**src/rtl/ssh_standby_map.svh**
```systemverilog
// offsets, field positions, reset values and wait counts of the standby controller
// assumes inclusion by bare name; definitions only
`ifndef SSH_STANDBY_MAP_SVH
`define SSH_STANDBY_MAP_SVH

// ==========================================================================
// register indices on the plain register port
`define SSH_ADDR_PCC 2'h0
`define SSH_ADDR_CFG 2'h1
`define SSH_ADDR_TEST 2'h2
`define SSH_ADDR_STAT 2'h3

// ==========================================================================
// processor clock control fields, register reset values and the test enable field
`define SSH_PCC_HALT_BIT 2
`define SSH_PCC_STOP_BIT 3
`define SSH_PCC_RST 4'h0
`define SSH_CFG_RST 8'h00
`define SSH_TEST_EN_LSB 2

// ==========================================================================
// timing, in main clock periods, and the cycle counts derived from them
`define SSH_MAIN_PERIODS_PER_MCLK 1
`define SSH_STOP_WAIT_PERIODS 512
`define SSH_RESET_WAIT_PERIODS 56
`define SSH_STOP_WAIT_CYC (`SSH_STOP_WAIT_PERIODS * `SSH_MAIN_PERIODS_PER_MCLK)
`define SSH_RESET_WAIT_CYC (`SSH_RESET_WAIT_PERIODS * `SSH_MAIN_PERIODS_PER_MCLK)

`endif

```
**src/rtl/ssh_pkg.sv**
```systemverilog
// types shared by the standby controller files
// assumes nothing beyond a SystemVerilog compiler
package ssh_pkg;

	// ======================================================================
	// controller states
	typedef enum logic [2:0] {
		SSH_ST_RUN = 3'b000,
		SSH_ST_HALT = 3'b001,
		SSH_ST_STOP = 3'b010,
		SSH_ST_WAIT = 3'b011,
		SSH_ST_RESET_WAIT = 3'b100
	} ssh_state_t;

	// software configuration, one byte, msb first
	typedef struct packed {
		logic spare;
		logic main_osc_stop;
		logic cpu_on_sub_clock;
		logic ctmr_sub_clock_sel;
		logic tec_event_pin_sel;
		logic sio_ext_clock_sel;
		logic noise_filter_bypass_bit;
		logic master_interrupt_enable;
	} ssh_cfg_t;

	// run enables handed to the peripherals
	typedef struct packed {
		logic interval_timer;
		logic serial_if;
		logic event_counter;
		logic timer_counter;
		logic clock_timer;
		logic ext_irq_zero;
	} ssh_periph_run_t;

endpackage

```
**src/rtl/ssh_wait_counter.sv**
```systemverilog
// release and startup wait counter of the standby controller
// assumes a start pulse one cycle before the waiting state begins
`timescale 1ns/1ps

module ssh_wait_counter #(
	parameter int WIDTH = 10,
	parameter logic [9:0] RST_LOAD = 10'h038
) (
	// clock and reset
	input wire logic mclk_in,
	input wire logic rst_n_in,
	// control
	input wire logic start_in,
	input wire logic [WIDTH-1:0] len_in,
	// result
	output logic done_out
);
	logic [WIDTH-1:0] cnt_reg;

	// ======================================================================
	// counts len cycles after start; reset preloads the startup wait
	always_ff @(posedge mclk_in or negedge rst_n_in) begin
		if (!rst_n_in) begin
			cnt_reg <= RST_LOAD[WIDTH-1:0];
		end else if (start_in) begin
			cnt_reg <= len_in;
		end else if (cnt_reg != '0) begin
			cnt_reg <= cnt_reg - 1'b1;
		end
	end

	// last counted cycle
	assign done_out = (cnt_reg == {{(WIDTH-1){1'b0}}, 1'b1});
endmodule // ssh_wait_counter

```
**src/rtl/ssh_test_source.sv**
```systemverilog
// one testable wake source: sticky request flag gated by its enable flag
// assumes set and clear are synchronous one-cycle pulses
`timescale 1ns/1ps

module ssh_test_source (
	// clock and reset
	input wire logic mclk_in,
	input wire logic rst_n_in,
	// event and software access
	input wire logic set_in,
	input wire logic clr_in,
	input wire logic en_in,
	// state
	output logic flag_out,
	output logic release_out
);
	logic flag_reg;

	// ======================================================================
	// set wins over a clear in the same cycle so no event is lost
	always_ff @(posedge mclk_in or negedge rst_n_in) begin
		if (!rst_n_in) begin
			flag_reg <= 1'b0;
		end else if (set_in) begin
			flag_reg <= 1'b1;
		end else if (clr_in) begin
			flag_reg <= 1'b0;
		end
	end

	assign flag_out = flag_reg;
	assign release_out = flag_reg & en_in;
endmodule // ssh_test_source

```
**src/rtl/ssh_standby_ctrl.sv**
```systemverilog
// standby controller: stop and halt entry, peripheral gating, wake-up and release wait
// assumes cpu strobes and interrupt flags synchronous to mclk_in, which stands for
// the main clock and keeps running so the controller can model its restart
//
// Our own choices: the address-and-strobe port and the address map.
`timescale 1ns/1ps
`include "ssh_standby_map.svh"

module ssh_standby_ctrl
	import ssh_pkg::*;
#(
	parameter int IRQ_N = 6,
	parameter bit STOP_WAIT_EN = 1'b1
) (
	// clock and reset
	input wire logic mclk_in,
	input wire logic rst_n_in,
	// register port
	input wire logic [1:0] reg_addr_in,
	input wire logic [7:0] reg_wdata_in,
	input wire logic reg_wr_in,
	input wire logic reg_rd_in,
	output logic [7:0] reg_rdata_out,
	// cpu instruction strobes
	input wire logic stop_exec_in,
	input wire logic halt_exec_in,
	// interrupt request and enable flags, non-testable sources
	input wire logic [IRQ_N-1:0] irq_req_in,
	input wire logic [IRQ_N-1:0] irq_en_in,
	// testable source events
	input wire logic key_edge_test_input_in,
	input wire logic clock_timer_test_input_in,
	// clock gating and peripheral enables
	output logic main_osc_run_out,
	output logic cpu_clk_en_out,
	output ssh_pkg::ssh_periph_run_t periph_run_out,
	// release results
	output logic resume_pulse_out,
	output logic vectored_out,
	output logic reset_fetch_out
);
	import ssh_pkg::*;

	localparam int WAIT_W = 10;
	localparam logic [WAIT_W-1:0] STOP_WAIT_LEN = WAIT_W'(`SSH_STOP_WAIT_CYC);
	localparam logic [WAIT_W-1:0] RESET_WAIT_LEN = WAIT_W'(`SSH_RESET_WAIT_CYC);

	ssh_state_t state_reg;
	ssh_state_t state_next;
	ssh_cfg_t cfg_reg;
	logic [3:0] pcc_reg;
	logic [1:0] test_en_reg;
	logic [1:0] test_flag;
	logic [1:0] test_rel;
	logic [1:0] test_set;
	logic [1:0] test_clr;
	logic irq_wake;
	logic wake_any;
	logic wait_start;
	logic wait_done;
	logic resume_reg;
	logic vectored_reg;
	logic fetch_reg;
	logic [7:0] rdata_reg;
	logic osc_on;

	// ======================================================================
	// decoding shared by gating and assertions
	function automatic logic is_standby(input ssh_state_t st);
		is_standby = (st == SSH_ST_HALT) || (st == SSH_ST_STOP) || (st == SSH_ST_WAIT);
	endfunction

	// ======================================================================
	// testable wake sources
	assign test_set = {clock_timer_test_input_in, key_edge_test_input_in};
	assign test_clr = (reg_wr_in && reg_addr_in == `SSH_ADDR_TEST) ? reg_wdata_in[1:0] : 2'h0;

	generate
		for (genvar i = 0; i < 2; i++) begin : g_test
			ssh_test_source u_src (
				.mclk_in(mclk_in),
				.rst_n_in(rst_n_in),
				.set_in(test_set[i]),
				.clr_in(test_clr[i]),
				.en_in(test_en_reg[i]),
				.flag_out(test_flag[i]),
				.release_out(test_rel[i])
			);
		end
	endgenerate

	// wake when any request has its enable set; masked ones are ignored
	assign irq_wake = |(irq_req_in & irq_en_in);
	assign wake_any = irq_wake | (|test_rel);

	// ======================================================================
	// release and startup wait counter
	ssh_wait_counter #(
		.WIDTH(WAIT_W),
		.RST_LOAD(RESET_WAIT_LEN)
	) u_wait (
		.mclk_in(mclk_in),
		.rst_n_in(rst_n_in),
		.start_in(wait_start),
		.len_in(STOP_WAIT_LEN),
		.done_out(wait_done)
	);

	// ======================================================================
	// state machine next state
	always_comb begin
		state_next = state_reg;
		wait_start = 1'b0;
		case (state_reg)
			SSH_ST_RESET_WAIT: begin
				if (wait_done) begin
					state_next = SSH_ST_RUN;
				end
			end
			SSH_ST_RUN: begin
				// stop is refused while the cpu runs on the sub clock
				if (stop_exec_in && !cfg_reg.cpu_on_sub_clock) begin
					if (wake_any) begin
						// pending request: halt-like gating, then the stop wait
						if (STOP_WAIT_EN) begin
							state_next = SSH_ST_WAIT;
							wait_start = 1'b1;
						end else begin
							state_next = SSH_ST_HALT;
						end
					end else begin
						state_next = SSH_ST_STOP;
					end
				end else if (halt_exec_in) begin
					state_next = SSH_ST_HALT;
				end
			end
			SSH_ST_HALT: begin
				if (wake_any) begin
					state_next = SSH_ST_RUN;
				end
			end
			SSH_ST_STOP: begin
				if (wake_any) begin
					// build-time choice between the long wait and none
					if (STOP_WAIT_EN) begin
						state_next = SSH_ST_WAIT;
						wait_start = 1'b1;
					end else begin
						state_next = SSH_ST_RUN;
					end
				end
			end
			SSH_ST_WAIT: begin
				// counted on the restarted oscillator before cpu clock reopens
				if (wait_done) begin
					state_next = SSH_ST_RUN;
				end
			end
			default: begin
				state_next = SSH_ST_RUN;
			end
		endcase
	end

	// state register; reset always restarts through the startup wait
	always_ff @(posedge mclk_in or negedge rst_n_in) begin
		if (!rst_n_in) begin
			state_reg <= SSH_ST_RESET_WAIT;
		end else begin
			state_reg <= state_next;
		end
	end

	// ======================================================================
	// processor clock control: hardware standby bits, software clock select
	always_ff @(posedge mclk_in or negedge rst_n_in) begin
		if (!rst_n_in) begin
			pcc_reg <= `SSH_PCC_RST;
		end else if (state_reg == SSH_ST_RUN && state_next != SSH_ST_RUN) begin
			pcc_reg[`SSH_PCC_STOP_BIT] <= (state_next != SSH_ST_HALT) || !halt_exec_in;
			pcc_reg[`SSH_PCC_HALT_BIT] <= (state_next == SSH_ST_HALT) && halt_exec_in;
		end else if (is_standby(state_reg) && state_next == SSH_ST_RUN) begin
			pcc_reg[`SSH_PCC_STOP_BIT] <= 1'b0;
			pcc_reg[`SSH_PCC_HALT_BIT] <= 1'b0;
		end else if (reg_wr_in && reg_addr_in == `SSH_ADDR_PCC) begin
			pcc_reg[1:0] <= reg_wdata_in[1:0];
		end
	end

	// ======================================================================
	// configuration and test enables; nothing here moves during standby
	always_ff @(posedge mclk_in or negedge rst_n_in) begin
		if (!rst_n_in) begin
			cfg_reg <= `SSH_CFG_RST;
			test_en_reg <= 2'h0;
		end else if (reg_wr_in && !is_standby(state_reg)) begin
			if (reg_addr_in == `SSH_ADDR_CFG) begin
				cfg_reg <= reg_wdata_in;
			end
			if (reg_addr_in == `SSH_ADDR_TEST) begin
				test_en_reg <= reg_wdata_in[`SSH_TEST_EN_LSB +: 2];
			end
		end
	end

	// ======================================================================
	// release outcome: inline resume or vectored interrupt
	always_ff @(posedge mclk_in or negedge rst_n_in) begin
		if (!rst_n_in) begin
			resume_reg <= 1'b0;
			vectored_reg <= 1'b0;
		end else begin
			resume_reg <= is_standby(state_reg) && state_next == SSH_ST_RUN;
			if (is_standby(state_reg) && state_next == SSH_ST_RUN) begin
				// testable sources alone never vector; request flags left set
				vectored_reg <= cfg_reg.master_interrupt_enable && irq_wake;
			end else if (state_reg == SSH_ST_RUN && state_next != SSH_ST_RUN) begin
				vectored_reg <= 1'b0;
			end
		end
	end

	// reset vector fetch strobe at the end of the startup wait
	always_ff @(posedge mclk_in or negedge rst_n_in) begin
		if (!rst_n_in) begin
			fetch_reg <= 1'b0;
		end else begin
			fetch_reg <= (state_reg == SSH_ST_RESET_WAIT) && wait_done;
		end
	end

	// ======================================================================
	// clock gating and peripheral enables
	assign osc_on = (state_reg != SSH_ST_STOP) && !cfg_reg.main_osc_stop;
	assign main_osc_run_out = osc_on;
	assign cpu_clk_en_out = (state_reg == SSH_ST_RUN);
	assign periph_run_out.interval_timer = osc_on;
	assign periph_run_out.serial_if = cfg_reg.sio_ext_clock_sel || osc_on;
	assign periph_run_out.event_counter = cfg_reg.tec_event_pin_sel || osc_on;
	assign periph_run_out.timer_counter = osc_on;
	assign periph_run_out.clock_timer = (state_reg != SSH_ST_STOP)
		|| cfg_reg.ctmr_sub_clock_sel;
	// irq zero detection needs the filter bypassed while standing by
	assign periph_run_out.ext_irq_zero = !is_standby(state_reg)
		|| cfg_reg.noise_filter_bypass_bit;
	assign resume_pulse_out = resume_reg;
	assign vectored_out = vectored_reg;
	assign reset_fetch_out = fetch_reg;

	// ======================================================================
	// register read, data one cycle after the strobe; unmapped reads zero
	always_ff @(posedge mclk_in or negedge rst_n_in) begin
		if (!rst_n_in) begin
			rdata_reg <= 8'h00;
		end else if (reg_rd_in) begin
			case (reg_addr_in)
				`SSH_ADDR_PCC: rdata_reg <= {4'h0, pcc_reg};
				`SSH_ADDR_CFG: rdata_reg <= cfg_reg;
				`SSH_ADDR_TEST: rdata_reg <= {4'h0, test_en_reg, test_flag};
				`SSH_ADDR_STAT: rdata_reg <= {3'h0, vectored_reg, osc_on, state_reg};
				default: rdata_reg <= 8'h00;
			endcase
		end else begin
			rdata_reg <= 8'h00;
		end
	end
	assign reg_rdata_out = rdata_reg;

	// ======================================================================
	// assertions and helper logic
	logic [WAIT_W:0] run_len;
	always_ff @(posedge mclk_in or negedge rst_n_in) begin
		if (!rst_n_in) begin
			run_len <= (WAIT_W+1)'(1);
		end else if (state_next != state_reg) begin
			run_len <= (WAIT_W+1)'(1);
		end else if (run_len != '1) begin
			run_len <= run_len + 1'b1;
		end
	end

	a_stop_sets_bit: assert property (@(posedge mclk_in) disable iff (!rst_n_in)
		state_reg == SSH_ST_RUN && stop_exec_in && !cfg_reg.cpu_on_sub_clock
		|=> pcc_reg[`SSH_PCC_STOP_BIT] && !cpu_clk_en_out)
		else $error("stop did not set its control bit");
	a_halt_sets_bit: assert property (@(posedge mclk_in) disable iff (!rst_n_in)
		state_reg == SSH_ST_RUN && halt_exec_in && !stop_exec_in
		|=> pcc_reg[`SSH_PCC_HALT_BIT] && state_reg == SSH_ST_HALT)
		else $error("halt did not set its control bit");
	a_stop_main_only: assert property (@(posedge mclk_in) disable iff (!rst_n_in)
		state_reg == SSH_ST_RUN && stop_exec_in && !halt_exec_in && cfg_reg.cpu_on_sub_clock
		|=> state_reg == SSH_ST_RUN)
		else $error("stop entered on sub clock");
	a_stop_gating: assert property (@(posedge mclk_in) disable iff (!rst_n_in)
		state_reg == SSH_ST_STOP |-> !main_osc_run_out && !periph_run_out.interval_timer
		&& !periph_run_out.timer_counter)
		else $error("oscillator or timers run in stop");
	a_masked_no_wake: assert property (@(posedge mclk_in) disable iff (!rst_n_in)
		state_reg == SSH_ST_HALT && !wake_any |=> state_reg == SSH_ST_HALT)
		else $error("halt left without enabled request");
	a_halt_wakes: assert property (@(posedge mclk_in) disable iff (!rst_n_in)
		state_reg == SSH_ST_HALT && wake_any |=> state_reg == SSH_ST_RUN && resume_pulse_out)
		else $error("halt not released by enabled request");
	a_pending_stop: assert property (@(posedge mclk_in) disable iff (!rst_n_in)
		state_reg == SSH_ST_RUN && stop_exec_in && !cfg_reg.cpu_on_sub_clock && wake_any
		|=> main_osc_run_out || cfg_reg.main_osc_stop)
		else $error("pending stop stopped the oscillator");
	a_stop_wait_len: assert property (@(posedge mclk_in) disable iff (!rst_n_in)
		state_reg == SSH_ST_WAIT && state_next == SSH_ST_RUN
		|-> run_len == (WAIT_W+1)'(`SSH_STOP_WAIT_CYC))
		else $error("stop release wait has wrong length");
	a_reset_wait_len: assert property (@(posedge mclk_in) disable iff (!rst_n_in)
		state_reg == SSH_ST_RESET_WAIT && state_next == SSH_ST_RUN
		|-> run_len == (WAIT_W+1)'(`SSH_RESET_WAIT_CYC) ##1 reset_fetch_out)
		else $error("startup wait has wrong length");
	a_test_no_vector: assert property (@(posedge mclk_in) disable iff (!rst_n_in)
		is_standby(state_reg) && state_next == SSH_ST_RUN && !irq_wake
		|=> !vectored_out)
		else $error("testable wake produced a vector");

	c_stop_release: cover property (@(posedge mclk_in) disable iff (!rst_n_in)
		state_reg == SSH_ST_STOP ##1 state_reg == SSH_ST_WAIT);
	c_halt_vector: cover property (@(posedge mclk_in) disable iff (!rst_n_in)
		state_reg == SSH_ST_HALT ##1 vectored_out);
	c_test_wake: cover property (@(posedge mclk_in) disable iff (!rst_n_in)
		state_reg == SSH_ST_HALT && !irq_wake && |test_rel);
endmodule // ssh_standby_ctrl

```
**config.mk**
```make
export PLATFORM = sky130hd
export DESIGN_NAME = ssh_standby_ctrl
export DESIGN_NICKNAME = d
export VERILOG_FILES = /design/src/rtl/ssh_pkg.sv /design/src/rtl/ssh_wait_counter.sv /design/src/rtl/ssh_test_source.sv /design/src/rtl/ssh_standby_ctrl.sv
export VERILOG_INCLUDE_DIRS = /design/src /design/src/rtl
export SDC_FILE = /design/constraint.sdc
export NUM_CORES = 1
export LEC_CHECK = 0
export BUFFER_PORTS_ARGS = -buffer_cell sky130_fd_sc_hd__buf_2
export CORE_ASPECT_RATIO = 1.75
export CORE_MARGIN = 5
export CORE_UTILIZATION = 35
export DETAILED_ROUTE_END_ITERATION = 8
export SYNTH_ARGS = -nofsm -noshare
export SYNTH_HDL_FRONTEND = slang
export SYNTH_SLANG_ARGS = --single-unit
```
**constraint.sdc**
```tcl
create_clock -name mclk_in -period 2.4 [get_ports mclk_in]
set_input_delay 0.48 -clock mclk_in [delete_from_list [all_inputs] [get_ports mclk_in]]
set_output_delay 0.48 -clock mclk_in [all_outputs]
set_load 0.02 [all_outputs]
```
# ---- Yosys cells after proc, flatten, opt, wreduce, memory -nomap -nowiden
# Index checks and enable logic that the tools add are counted.
dict set report word_totals {
  output_inout_bits 19
  reg_bits 40
  elab_cells 96
}
dict set report op_classes {
  addsub 1
  n_bitwise 6
  eq_ne 11
  mux 23
  reduce_logical 36
}
# op count
set ops {}
lappend ops {{case mux 8 bit (4 select lines)} 1}
lappend ops {{2-to-1 mux 10 bit} 2}
lappend ops {{2-to-1 mux 3 bit} 5}
lappend ops {{case mux 3 bit (4 select lines)} 1}
lappend ops {{== test 10 x 1 -> 1 bit (second input constant)} 1}
lappend ops {{logical AND 1 bit} 10}
lappend ops {{nonzero test 10 bit} 1}
lappend ops {{subtractor 10 x 1 -> 10 bit (second input constant)} 1}
lappend ops {{2-to-1 mux 1 bit} 9}
lappend ops {{2-to-1 mux 8 bit} 1}
lappend ops {{nonzero test 2 bit} 4}
lappend ops {{logical OR 1 bit} 7}
lappend ops {{AND 6 bit} 1}
lappend ops {{== test 3 x 1 -> 1 bit (second input constant)} 2}
lappend ops {{== test 3 x 2 -> 1 bit (second input constant)} 2}
lappend ops {{logical NOT 3 bit} 2}
lappend ops {{2-to-1 mux 2 bit} 3}
lappend ops {{OR reduction 6 bit} 1}
lappend ops {{== test 2 bit (second input constant)} 2}
lappend ops {{logical NOT 1 bit} 4}
lappend ops {{AND reduction 2 bit} 2}
lappend ops {{OR reduction 2 bit} 2}
lappend ops {{== test 3 bit (second input constant)} 1}
lappend ops {{!= test 3 x 1 -> 1 bit (second input constant)} 1}
lappend ops {{9 further kinds} 11}

# ---- Depth between registers and ports, before layout
# Gate-level depths: netlist (run 1).
dict set report logic_depth {
  ltp_word 10
  depth_mapped 8
  ltp_nobuf 7
}

# ---- Cells and area by module
# A second synthesis (run 1) with hierarchy kept.
dict set report unflattened {
  hier_cells 187
  hier_area_um2 2135.8
}
# mod cells_per_inst n_inst area_each_um2
set modules_own_cells {}
lappend modules_own_cells {ssh_standby_ctrl 112 1 1436.4}
lappend modules_own_cells {ssh_wait_counter 67 1 614.3}
lappend modules_own_cells {ssh_test_source 4 2 42.5}

# ---- Worst setup path after synthesis (run 1)
# OpenSTA, ideal clock, no wires.
dict set report synth_path {
  path_kind {register to register}
  startpoint {register state_reg[2]}
  endpoint {register pcc_reg[1]}
  setup_time_ns 0.080
  stages_incl_launch_ff 9
  arrival_time_ns 2.173
  slack_ns 0.146
  path_buffers 2
  required_ns 2.320
  cell_sequence {dfstp_2 clkbuf_1 nor3_1 nand3_1 o41ai_1 or3_1 buf_6 mux2_4 o211ai_2}
}
dict set report synth_via {
  elab_cells_between_ends 21
  classes_between {4 x eq/ne; 6 x mux; 2 x bitwise; 9 x reduce/logical}
}
# item line
set synth_rtl {}
lappend synth_rtl {{start: declaration} ssh_standby_ctrl.sv:48} ;# ssh_state_t state_reg;
lappend synth_rtl {{start signal: assignment} ssh_standby_ctrl.sv:171} ;# state_reg <= state_next;
lappend synth_rtl {{logical NOT 3 bit (*)} --}
lappend synth_rtl {{net cpu_clk_en_out} ssh_standby_ctrl.sv:35} ;# output logic cpu_clk_en_out,
lappend synth_rtl {{case mux 3 bit (4 select lines) (*)} ssh_standby_ctrl.sv:114} ;# case (state_reg)
lappend synth_rtl {{net state_next[0]} ssh_standby_ctrl.sv:49} ;# ssh_state_t state_next;
lappend synth_rtl {{logical NOT 3 bit or nonzero test 3 bit (tied branches)} {ssh_standby_ctrl.sv:183, ssh_standby_ctrl.sv:180}}
lappend synth_rtl {{logical AND 1 bit (on tied branches)} {ssh_standby_ctrl.sv:183, ssh_standby_ctrl.sv:180}}
lappend synth_rtl {{inverter 1 bit (no line)} --}
lappend synth_rtl {{AND reduction 3 bit (no line) (*)} --}
lappend synth_rtl {{end signal: indexed assignment} ssh_standby_ctrl.sv:181} ;# pcc_reg[`SSH_PCC_STOP_BIT] <= (state_next != SSH_ST_HALT) || !halt_exec_in;
lappend synth_rtl {{end signal: indexed assignment} ssh_standby_ctrl.sv:182} ;# pcc_reg[`SSH_PCC_HALT_BIT] <= (state_next == SSH_ST_HALT) && halt_exec_in;
lappend synth_rtl {{end signal: assignment} ssh_standby_ctrl.sv:187} ;# pcc_reg[1:0] <= reg_wdata_in[1:0];
lappend synth_rtl {{end: declaration} ssh_standby_ctrl.sv:51} ;# logic [3:0] pcc_reg;
# The timed path passes the listed nets; every way through them passes the cells marked *.
# A chain may end at the register's enable or synchronous reset.

# ---- Worst setup path in the final report (run 1)
dict set report layout_path {
  startpoint {register u_wait.cnt_reg[2]}
  endpoint {register pcc_reg[1]}
}
dict set report layout_via {
  elab_chain_cells 7
  elab_cells_between_ends 10
  classes_between {1 x eq/ne; 2 x mux; 2 x bitwise; 5 x reduce/logical}
}
# item line
set layout_rtl {}
lappend layout_rtl {{start: declaration} ssh_wait_counter.sv:18} ;# logic [WIDTH-1:0] cnt_reg;
lappend layout_rtl {{start signal: assignment} ssh_wait_counter.sv:24} ;# cnt_reg <= RST_LOAD[WIDTH-1:0];
lappend layout_rtl {{start signal: assignment} ssh_wait_counter.sv:26} ;# cnt_reg <= len_in;
lappend layout_rtl {{start signal: assignment} ssh_wait_counter.sv:28} ;# cnt_reg <= cnt_reg - 1'b1;
lappend layout_rtl {{== test 10 x 1 -> 1 bit (*)} ssh_wait_counter.sv:33} ;# assign done_out = (cnt_reg == {{(WIDTH-1){1'b0}}, 1'b1});
lappend layout_rtl {{2-to-1 mux 3 bit (*)} {ssh_standby_ctrl.sv:116, ssh_standby_ctrl.sv:156}}
lappend layout_rtl {{case mux 3 bit (4 select lines) (*)} ssh_standby_ctrl.sv:114}
lappend layout_rtl {{logical NOT 3 bit or nonzero test 3 bit (tied branches)} {ssh_standby_ctrl.sv:183, ssh_standby_ctrl.sv:180}}
lappend layout_rtl {{logical AND 1 bit (on tied branches)} {ssh_standby_ctrl.sv:183, ssh_standby_ctrl.sv:180}}
lappend layout_rtl {{inverter 1 bit (no line)} --}
lappend layout_rtl {{AND reduction 3 bit (no line) (*)} --}
# Every way passes the cells marked *; elsewhere a longest branch is shown, timed or not.

==> impl_metrics.env, run 1 <==
export IMPL_post_route_cell_area_um2=2441
export IMPL_ys_seq_elements=40
export IMPL_layout_min_cycle_time_ns=2.198
export IMPL_post_dp_cell_area_um2=2345
export IMPL_drt_vias_per_instance=5.026
export IMPL_cts_buffer_depth=2
export IMPL_multiInputGateArea_um2=954.7
export IMPL_grt_usage_pct=14.04
export IMPL_die_w_um=67.44
export IMPL_insertion_delay_ns=0.30
export IMPL_cts_setup_buffers=0
export IMPL_largest_reg_flops=10
export IMPL_worstMarginPinSlew_ns=0.6895
export IMPL_crit_required_ns=2.57
export IMPL_setup_tns_ns=0
export IMPL_grt_overflow=0
export IMPL_regArea_um2=1006
export IMPL_crit_type="flip-flop to flip-flop"
export IMPL_clock_skew_ns=0.008879
export IMPL_avgSynthCellArea_um2=11.42
export IMPL_fmax_mhz=455.0
export IMPL_clk_pin_slew_worst_paths_ns=0.08
export IMPL_drt_first_pass_iters=4
export IMPL_synthFlopType="dfrtp_1"
export IMPL_numCtsBuffers=5
export IMPL_setup_viol=0
export IMPL_yosysTopAreaCellShare_pct=44.58
export IMPL_finalCritPeriodShare_pct=91.58
export IMPL_wire_per_inst_um=15.47
export IMPL_cts_root_buf="clkbuf_8"
export IMPL_synth_edff_count=0
export IMPL_ant_nets=0
export IMPL_port_buffers=48
export IMPL_cts_num_sinks=40
export IMPL_yosys_warnings=0
export IMPL_dpl_hpwl_um=3776
export IMPL_end_kind="flip-flop"
export IMPL_num_vias=1533
export IMPL_path_max_fanout=6
export IMPL_p_leak_uw=0.001121
export IMPL_coreArea_um2=5585
export IMPL_hp_class="primary input to async pin"
export IMPL_netlist_instances=177
export IMPL_drt_total_wl_um=4717
export IMPL_start_util_pct=36.18
export IMPL_slew_headroom_pct=53.61
export IMPL_drtIter0Drc=28
export IMPL_ios=49
export IMPL_fin_nets=261
export IMPL_status="finished clean"
export IMPL_synth_net_count=210
export IMPL_drive_gt1_share_pct=41.92
export IMPL_grt_max_degree=24
export IMPL_die_h_um=110.5
export IMPL_yosysSeqAreaShare_pct=49.78
export IMPL_rsz0062_at_grt="false"
export IMPL_yosysUniqueCellTypes=48
export IMPL_std_cell_rows=36
export IMPL_pre_cts_slack_ns=0.1949
export IMPL_critPathLaunchType="flip-flop"
export IMPL_max_cap_violations=0
export IMPL_arrival_ns=2.36
export IMPL_synth_area_leaders="dfrtp_1 45%, mux2_2 6.1%, dfstp_2 5.2%"
export IMPL_finalMaxSlewViolations=0
export IMPL_cts_htree_levels=2
export IMPL_final_cell_mix="48 x buf_2, 36 x dfrtp_1, 14 x nor2_1, 14 x nand2_1, 11 x mux2_2"
export IMPL_grt_antenna_before_repair=0
export IMPL_yosysTopAreaCell="dfrtp_1"
export IMPL_power_density_nw_per_um2=1224
export IMPL_n_antenna_cell=0
export IMPL_grt_pass1_vias=1652
export IMPL_globalplace_congestion=0.8402
export IMPL_ir_drop_mv=0.5567
export IMPL_grt_pass1_wl_um=7817
export IMPL_synth_area_um2=2021
export IMPL_synth_async_reset_ratio_pct=100.0
export IMPL_setup_slack_ns=0.2021
export IMPL_r2r_cells=6
export IMPL_final_fill_count=587
export IMPL_area_growth_pct=20.80
export IMPL_drc=0
export IMPL_cts_tree="yes"
export IMPL_layout_commonest_cell="buf_2"
export IMPL_fp_dieArea_um2=7453
export IMPL_hold_violations=0
==> final cells by class <==
| cell class | instances | area share (%) |
|---|---|---|
| well taps | 76 | 3.895 |
| clock buffers | 6 | 3.383 |
| clock inverters | 2 | 0.4100 |
| repair buffers | 53 | 11.38 |
| flip-flops and latches | 40 | 41.21 |
| multi-input cells | 124 | 39.11 |
| inverters | 4 | 0.6151 |
==> per-stage QoR <==
step | hold slack [ns] | power [uW] | utilization, % | std cells
final | 0.1054 | 2987 | 43.71 | 305
after global routing | 0.1184 | 3196 | 43.71 | 305
after CTS | 0.1070 | 3018 | 43.64 | 305
after detailed placement | 0.4375 | 2542 | 41.98 | 297
after global placement | 0.4369 | 2525 | 41.98 | 297
after floorplan | 0.1844 | 2178 | - | 177
==> per-layer routing <==
metal  vias up  track usage (%)  routed length (um)
li1        730                -                   -
met1       747            14.07                1660
met4         0            9.756                 220
met5         -                0                   0
met3        17            3.252                 169
met2        39            24.24                2668
==> cell usage after synthesis, drive strengths merged (4+ instances only) <==
cell     n
a21oi    4
and2     4
buf      4
clkbuf   5
dfrtp   36
dfstp    4
inv      4
mux2    13
mux4     4
nand2   14
nand3    9
nor2    14
nor3     7
nor3b    4
nor4     4
o21ai    4
xnor2    4
==> critical path: stages, from the launching register on <==
cell,delay [ns]
dfrtp_1,0.42
nor4_2,0.39
nand3_2,0.15
and4b_4,0.23
or4b_1,0.65
nand3_1,0.16
o211ai_2,0.07
==> path summary, 6_finish.rpt <==
kind                                               startpoint                                    to  slack [ns]
worst max-delay path            u_wait.cnt_reg[2]$_DFFE_PN0P_                pcc_reg[1]$_DFFE_PN0P_        0.20
worst min-delay path                                 rst_n_in         u_wait.cnt_reg[9]$_DFFE_PN0P_        0.11
worst max register to register  u_wait.cnt_reg[2]$_DFFE_PN0P_                pcc_reg[1]$_DFFE_PN0P_        0.20
worst min register to register         cfg_reg[7]$_DFFE_PN0P_                cfg_reg[7]$_DFFE_PN0P_        0.50
max in group asynchronous                            rst_n_in                state_reg[2]$_DFF_PN1_        1.59
min in group mclk_in                   key_edge_test_input_in  g_test[0].u_src.flag_out$_DFFE_PN0P_        0.37
==> cell families after synthesis <==
| family | synth area share [%] |
|---|---|
| AOI/OAI and AO/OA | 8.607 |
| and+or+nand+nor | 20.99 |
| DFF | 49.78 |
| muxes | 12.57 |
| buffers and inverters | 3.157 |
| xor gates and xnor gates | 3.034 |
| adders and majority gates | 1.858 |
==> power breakdown <==
part	internal (uW)	switching, uW	total [uW]
clock network	229	233	463
logic	636	723	1360
registers	931	234	1170
total	1800	1190	2990
==> timing repair <==
action / 4_1_cts / 5_1_grt
gates resized for setup: 0 / 1
setup endpoints to repair: 0 / 2
hold buffers: 0 / 0
Power figures use the tool's default switching activity.
==> run 2, diff against run 1 <==
--- a/config.mk
+++ b/config.mk
@@ -13,4 +13,5 @@
 export DETAILED_ROUTE_END_ITERATION = 8
 export SYNTH_ARGS = -nofsm -noshare
 export SYNTH_HDL_FRONTEND = slang
+export SYNTH_HIERARCHICAL = 1
 export SYNTH_SLANG_ARGS = --single-unit
==> run 2 against run 1 <==
  * Critical endpoint is now periph_run_out[3]
  * Clock-buffer cell count did not move
  * Largest power group is now registers
  * Setup slack gained 0.12 ns
  * Largest cell class is now multi-input gates
  * Via count grew 3.2%
==> impl_metrics.env, run 2 <==
export IMPL_coreArea_um2=5926
export IMPL_cts_tree="yes"
export IMPL_finalCritPeriodShare_pct=86.54
export IMPL_status="finished clean"
export IMPL_yosysTopAreaCellShare_pct=42.18
export IMPL_slowest_stage="dfstp_2"
export IMPL_insertion_delay_ns=0.30
export IMPL_cts_resized=0
export IMPL_rsz0062_at_grt="false"
export IMPL_grt_overflow=0
export IMPL_finalMaxSlewViolations=0
export IMPL_area_growth_pct=21.85
export IMPL_synth_async_reset_ratio_pct=100.0
export IMPL_fmax_mhz=481.5
export IMPL_cts_buffer_depth=2
export IMPL_slew_headroom_pct=50.69
export IMPL_avgSynthCellArea_um2=11.42
export IMPL_yosysMostFrequentCell="dfrtp_1"
export IMPL_layout_min_cycle_time_ns=2.077
export IMPL_crit_family="flip-flops"
export IMPL_grt_pass1_vias=1696
export IMPL_fin_nets=279
export IMPL_cts_htree_levels=2
export IMPL_globalplace_congestion=0.7952
export IMPL_numCtsBuffers=5
export IMPL_drtIter0Drc=47
export IMPL_grt_usage_pct=13.50
export IMPL_netlist_instances=187
export IMPL_crit_type="flip-flop to output port"
export IMPL_ios=49
export IMPL_layout_commonest_cell="buf_2"
export IMPL_die_w_um=69.05
export IMPL_num_vias=1582
export IMPL_clock_skew_ns=0.007163
export IMPL_critPathMaxStageDelay_ns=0.53
export IMPL_dpl_hpwl_um=3875
export IMPL_largest_reg_flops=10
export IMPL_cts_num_sinks=40
export IMPL_port_buffers=48
export IMPL_drt_total_wl_um=4925
export IMPL_worst_path_buf_inv=2
export IMPL_die_h_um=113.3
export IMPL_synth_area_um2=2136
export IMPL_grt_antenna_before_repair=0
export IMPL_cts_root_buf="clkbuf_8"
export IMPL_synthFlopType="dfrtp_1"
export IMPL_cts_setup_buffers=0
export IMPL_wire_per_inst_um=15.11
export IMPL_crit_required_ns=1.92
export IMPL_ys_top_cells_by_count="36 x dfrtp_1, 17 x nand2_1, 9 x nor2_1"
export IMPL_grt_pass1_wl_um=8231
export IMPL_yosysSeqAreaShare_pct=47.10
export IMPL_setup_tns_ns=0
export IMPL_cp_cell_sequence="buf_4 -> nor2_4 -> a21oi_2 -> or2_2 -> buf_2"
export IMPL_path_max_fanout=11
export IMPL_critPathLaunchType="flip-flop"
export IMPL_hold_violations=0
export IMPL_ir_drop_mv=0.3952
export IMPL_p_leak_uw=0.001205
export IMPL_drive_gt1_share_pct=37.90
export IMPL_synth_area_leaders="dfrtp_1 42%, dfstp_2 4.9%, mux2_1 4.2%"
export IMPL_ys_seq_elements=40
export IMPL_max_cap_violations=0
export IMPL_drt_vias_per_instance=4.853
export IMPL_clk_pin_slew_worst_paths_ns=0.08
export IMPL_fp_dieArea_um2=7826
export IMPL_ant_nets=0
export IMPL_grt_max_degree=25
export IMPL_yosysUniqueCellTypes=55
export IMPL_fin_util_pct=43.92
export IMPL_drt_first_pass_iters=4
export IMPL_arrival_ns=1.60
export IMPL_cts_hold_buf=0
export IMPL_setup_viol=0
export IMPL_start_util_pct=36.04
export IMPL_end_kind="output port"
export IMPL_hp_class="primary input to async pin"
export IMPL_std_cell_rows=37
export IMPL_drc=0
export IMPL_yosys_warnings=6
export IMPL_worstMarginPinSlew_ns=0.7397
export IMPL_power_density_nw_per_um2=1023
export IMPL_synth_edff_count=0
export IMPL_n_antenna_cell=0
export IMPL_yosysTopAreaCell="dfrtp_1"
export IMPL_final_cell_mix="48 x buf_2, 36 x dfrtp_1, 17 x nand2_1"
-- run 2: report_power, final --
part	switching (uW)	leakage [uW]	internal, uW
sequential	198	0.000500	875
clock	240	0.0000552	309
combinational	544	0.000650	497
total	982	0.00121	1680
-- run 2: per-layer routing --
layer / part of all wire [%] / vias to the layer above / global-route usage [%]
met5: 0 / - / 0
met4: 2.5 / 0 / 6.389
met3: 5.3 / 9 / 3.644
met2: 57 / 47 / 26.28
met1: 35 / 752 / 12.69
li1: - / 774 / -
-- run 2: logic make-up after synthesis --
| group | share of synthesized area [%] |
|---|---|
| AND/OR/NAND/NOR | 21.27 |
| buffers and inverters | 4.394 |
| multiplexers | 13.01 |
| other | 0.3516 |
| XOR/XNOR | 1.640 |
| AO/OA/AOI/OAI | 11.07 |
| flip-flops | 47.10 |
| adder cells (fa/ha/maj) | 1.171 |
-- run 2: path summary, 6_finish.rpt --
| check | from | end | slack, ns | cells after the start |
|---|---|---|---|---|
| hold / removal | rst_n_in | reg_rdata_out[7]$_DFF_PN0_ | 0.11 | 1 |
| min in group mclk_in | clock_timer_test_input_in | g_test[1].u_src/flag_out$_DFFE_PN0P_ | 0.36 | 2 |
| hold reg to reg | cfg_reg[7]$_DFFE_PN0P_ | cfg_reg[7]$_DFFE_PN0P_ | 0.48 | 1 |
| setup / recovery | state_reg[2]$_DFF_PN1_ | periph_run_out[3] | 0.32 | 5 |
| max in group asynchronous | rst_n_in | state_reg[2]$_DFF_PN1_ | 1.58 | 2 |
| setup reg to reg | state_reg[1]$_DFF_PN0_ | pcc_reg[0]$_DFFE_PN0P_ | 0.38 | 5 |
-- run 2: metrics by stage --
stage               cell area [um2]  worst slack (ns)  total power, uW  hold slack (ns)  instances
floorplan                      2166            0.4451             1842           0.1844        195
global placement               2495            0.3438             2115           0.4400        318
detailed placement             2495            0.3011             2142           0.4455        318
CTS                            2603            0.2707             2705           0.1130        326
global route                   2603            0.2123             2853           0.1412        326
finish                         2603            0.3230             2662           0.1062        326
-- run 2: layout make-up --
class | count | area (um2)
clock buffers | 6 | 72.57
repair buffers | 56 | 300.3
multi-input cells | 139 | 1072
well taps | 78 | 97.59
clock inverters | 2 | 35.03
flip-flops and latches | 40 | 1006
inverters | 5 | 18.77
fillers | 615 | 3323
==> run 3, diff against run 2 <==
--- a/config.mk
+++ b/config.mk
@@ -7,10 +7,14 @@
 export NUM_CORES = 1
 export LEC_CHECK = 0
 export BUFFER_PORTS_ARGS = -buffer_cell sky130_fd_sc_hd__buf_2
+export CELL_PAD_IN_SITES_DETAIL_PLACEMENT = 0
+export CELL_PAD_IN_SITES_GLOBAL_PLACEMENT = 2
 export CORE_ASPECT_RATIO = 1.75
 export CORE_MARGIN = 5
-export CORE_UTILIZATION = 35
+export CORE_UTILIZATION = 34
 export DETAILED_ROUTE_END_ITERATION = 8
+export PLACE_DENSITY_LB_ADDON = 0.1
+export RECOVER_POWER = 100
 export SYNTH_ARGS = -nofsm -noshare
 export SYNTH_HDL_FRONTEND = slang
 export SYNTH_HIERARCHICAL = 1
==> run 3 against run 2 <==
  * Critical path depth is 1 lower
  * Critical path type unchanged
  * Combinational power is 4% lower
  * Sequential power hardly changed
  * Utilization is 2.6 points lower
  * Sequential share of layout area is 0.78 points higher
  * First-iteration DRC count is 2.1% higher
  * Non-clock buffer count is 2 lower
  * Die area is 2.6% higher
  * Setup slack worse by 0.11 ns
  * Routed wire length is 7.0% higher
==> impl_metrics.env, run 3 (synthesis results as in run 2) <==
export IMPL_status="finished clean"
export IMPL_coreArea_um2=6181
export IMPL_cp_cell_sequence="nor2_4 -> a21oi_2 -> or2_2 -> clkbuf_1"
export IMPL_cts_htree_levels=2
export IMPL_final_cell_mix="36 x dfrtp_1, 30 x buf_2, 20 x clkbuf_1"
export IMPL_layout_commonest_cell="dfrtp_1"
export IMPL_slew_headroom_pct=31.08
export IMPL_clock_skew_ns=0.006462
export IMPL_grt_usage_pct=13.96
export IMPL_crit_family="flip-flops"
export IMPL_drive_gt1_share_pct=27.76
export IMPL_die_h_um=114.9
export IMPL_setup_viol=0
export IMPL_ios=49
export IMPL_wire_per_inst_um=16.21
export IMPL_n_antenna_cell=0
export IMPL_numCtsBuffers=5
export IMPL_drt_vias_per_instance=4.886
export IMPL_power_density_nw_per_um2=1066
export IMPL_grt_overflow=0
export IMPL_setup_tns_ns=0
export IMPL_cts_setup_buffers=0
export IMPL_critPathMaxStageDelay_ns=0.69
export IMPL_finalMaxSlewViolations=0
export IMPL_cts_tree="yes"
export IMPL_stdcell_count=325
export IMPL_worst_path_buf_inv=1
export IMPL_ir_drop_mv=0.5395
export IMPL_cts_resized=0
export IMPL_grt_pass1_wl_um=8756
export IMPL_cts_root_buf="clkbuf_8"
export IMPL_ant_nets=0
export IMPL_fp_dieArea_um2=8030
export IMPL_drc=0
export IMPL_num_vias=1588
export IMPL_drt_first_pass_iters=4
export IMPL_start_util_pct=34.55
export IMPL_dpl_hpwl_um=4097
export IMPL_finalCritPeriodShare_pct=91.14
export IMPL_cts_buffer_depth=2
export IMPL_arrival_ns=1.71
export IMPL_regToRegSetupSlack_ns=0.28
export IMPL_clk_pin_slew_worst_paths_ns=0.08
export IMPL_drt_total_wl_um=5268
export IMPL_layout_min_cycle_time_ns=2.187
export IMPL_fmax_mhz=457.2
export IMPL_hold_worst_slack_ns=0.3613
export IMPL_max_cap_violations=0
export IMPL_die_w_um=69.92
export IMPL_critPathLaunchType="flip-flop"
export IMPL_cts_hold_buf=0
export IMPL_post_route_cell_area_um2=2551
export IMPL_hp_class="primary input to async pin"
export IMPL_end_kind="output port"
export IMPL_grt_max_degree=41
export IMPL_grt_antenna_before_repair=0
export IMPL_crit_required_ns=1.92
export IMPL_dp_cells=318
export IMPL_path_max_fanout=12
export IMPL_port_buffers=48
export IMPL_largest_reg_flops=10
export IMPL_post_dp_cell_area_um2=2482
export IMPL_rsz0062_at_grt="false"
export IMPL_drtIter0Drc=48
export IMPL_p_leak_uw=0.001127
export IMPL_final_fill_count=649
export IMPL_regArea_um2=1006
export IMPL_globalplace_congestion=0.8152
export IMPL_cts_num_sinks=40
export IMPL_fin_util_pct=41.28
export IMPL_multiInputGateArea_um2=1045
export IMPL_fin_nets=277
export IMPL_grt_pass1_vias=1772
export IMPL_slowest_stage="dfstp_2"
export IMPL_area_growth_pct=19.45
export IMPL_std_cell_rows=38
export IMPL_worstMarginPinSlew_ns=1.034
export IMPL_insertion_delay_ns=0.29
export IMPL_crit_type="flip-flop to output port"
export IMPL_hold_violations=0
## run 3: cell count changes in the layout (fill, tap and decap cells not counted), sizes merged
cell / previous run / this run
buf: 56 / 33
bufinv: 1 / 2
clkbuf: 6 / 26
clkinv: 1 / 0
## run 3: cell type report
| type | instances | share of cell area [%] |
|---|---|---|
| Tap cell | 80 | 3.923 |
| Clock inverter | 2 | 2.354 |
| Multi-Input combinational cell | 139 | 40.95 |
| Timing Repair Buffer | 54 | 9.907 |
| Sequential cell | 40 | 39.43 |
| Clock buffer | 5 | 2.697 |
| Inverter | 5 | 0.7357 |
## run 3: stage by stage
| step | power [uW] | setup slack [ns] |
|---|---|---|
| 3_5_place_dp | 2146 | 0.2702 |
| 2_1_floorplan | 1842 | 0.4451 |
| 5_1_grt | 2922 | 0.05815 |
| 6_report | 2719 | 0.2126 |
| 3_3_place_gp | 2111 | 0.3017 |
| 4_1_cts | 2805 | 0.2387 |
## run 3: worst register-to-register path, cell delays in order (launching register included)
cell and delay, ns:
dfrtp_1 0.53, nor2_1 0.38, nor2_1 0.10, nor4bb_1 0.33
clkbuf_1 0.30, mux2_1 0.37
## run 3: final timing paths
check | startpoint | endpoint | cells after the start
worst min register to register | cfg_reg[7]$_DFFE_PN0P_ | cfg_reg[7]$_DFFE_PN0P_ | 1
worst max-delay path | state_reg[2]$_DFF_PN1_ | periph_run_out[3] | 4
max in group asynchronous | rst_n_in | u_wait/cnt_reg[2]$_DFFE_PN0P_ | 1
worst max register to register | state_reg[0]$_DFF_PN0_ | cfg_reg[0]$_DFFE_PN0P_ | 5
worst min-delay path | rst_n_in | reg_rdata_out[5]$_DFF_PN0_ | 1
min in group mclk_in | clock_timer_test_input_in | g_test[1].u_src/flag_out$_DFFE_PN0P_ | 2
## run 3: report_power, final
group,internal [uW],switching (uW)
combinational,459,539
sequential,872,202
clock,410,238
total,1740,979
## run 3: metal layers
metal	share of wire (%)	track usage, %
met2	58	28.05
met5	0	0
met4	1.7	5.243
met3	3.9	3.150
met1	36	13.48
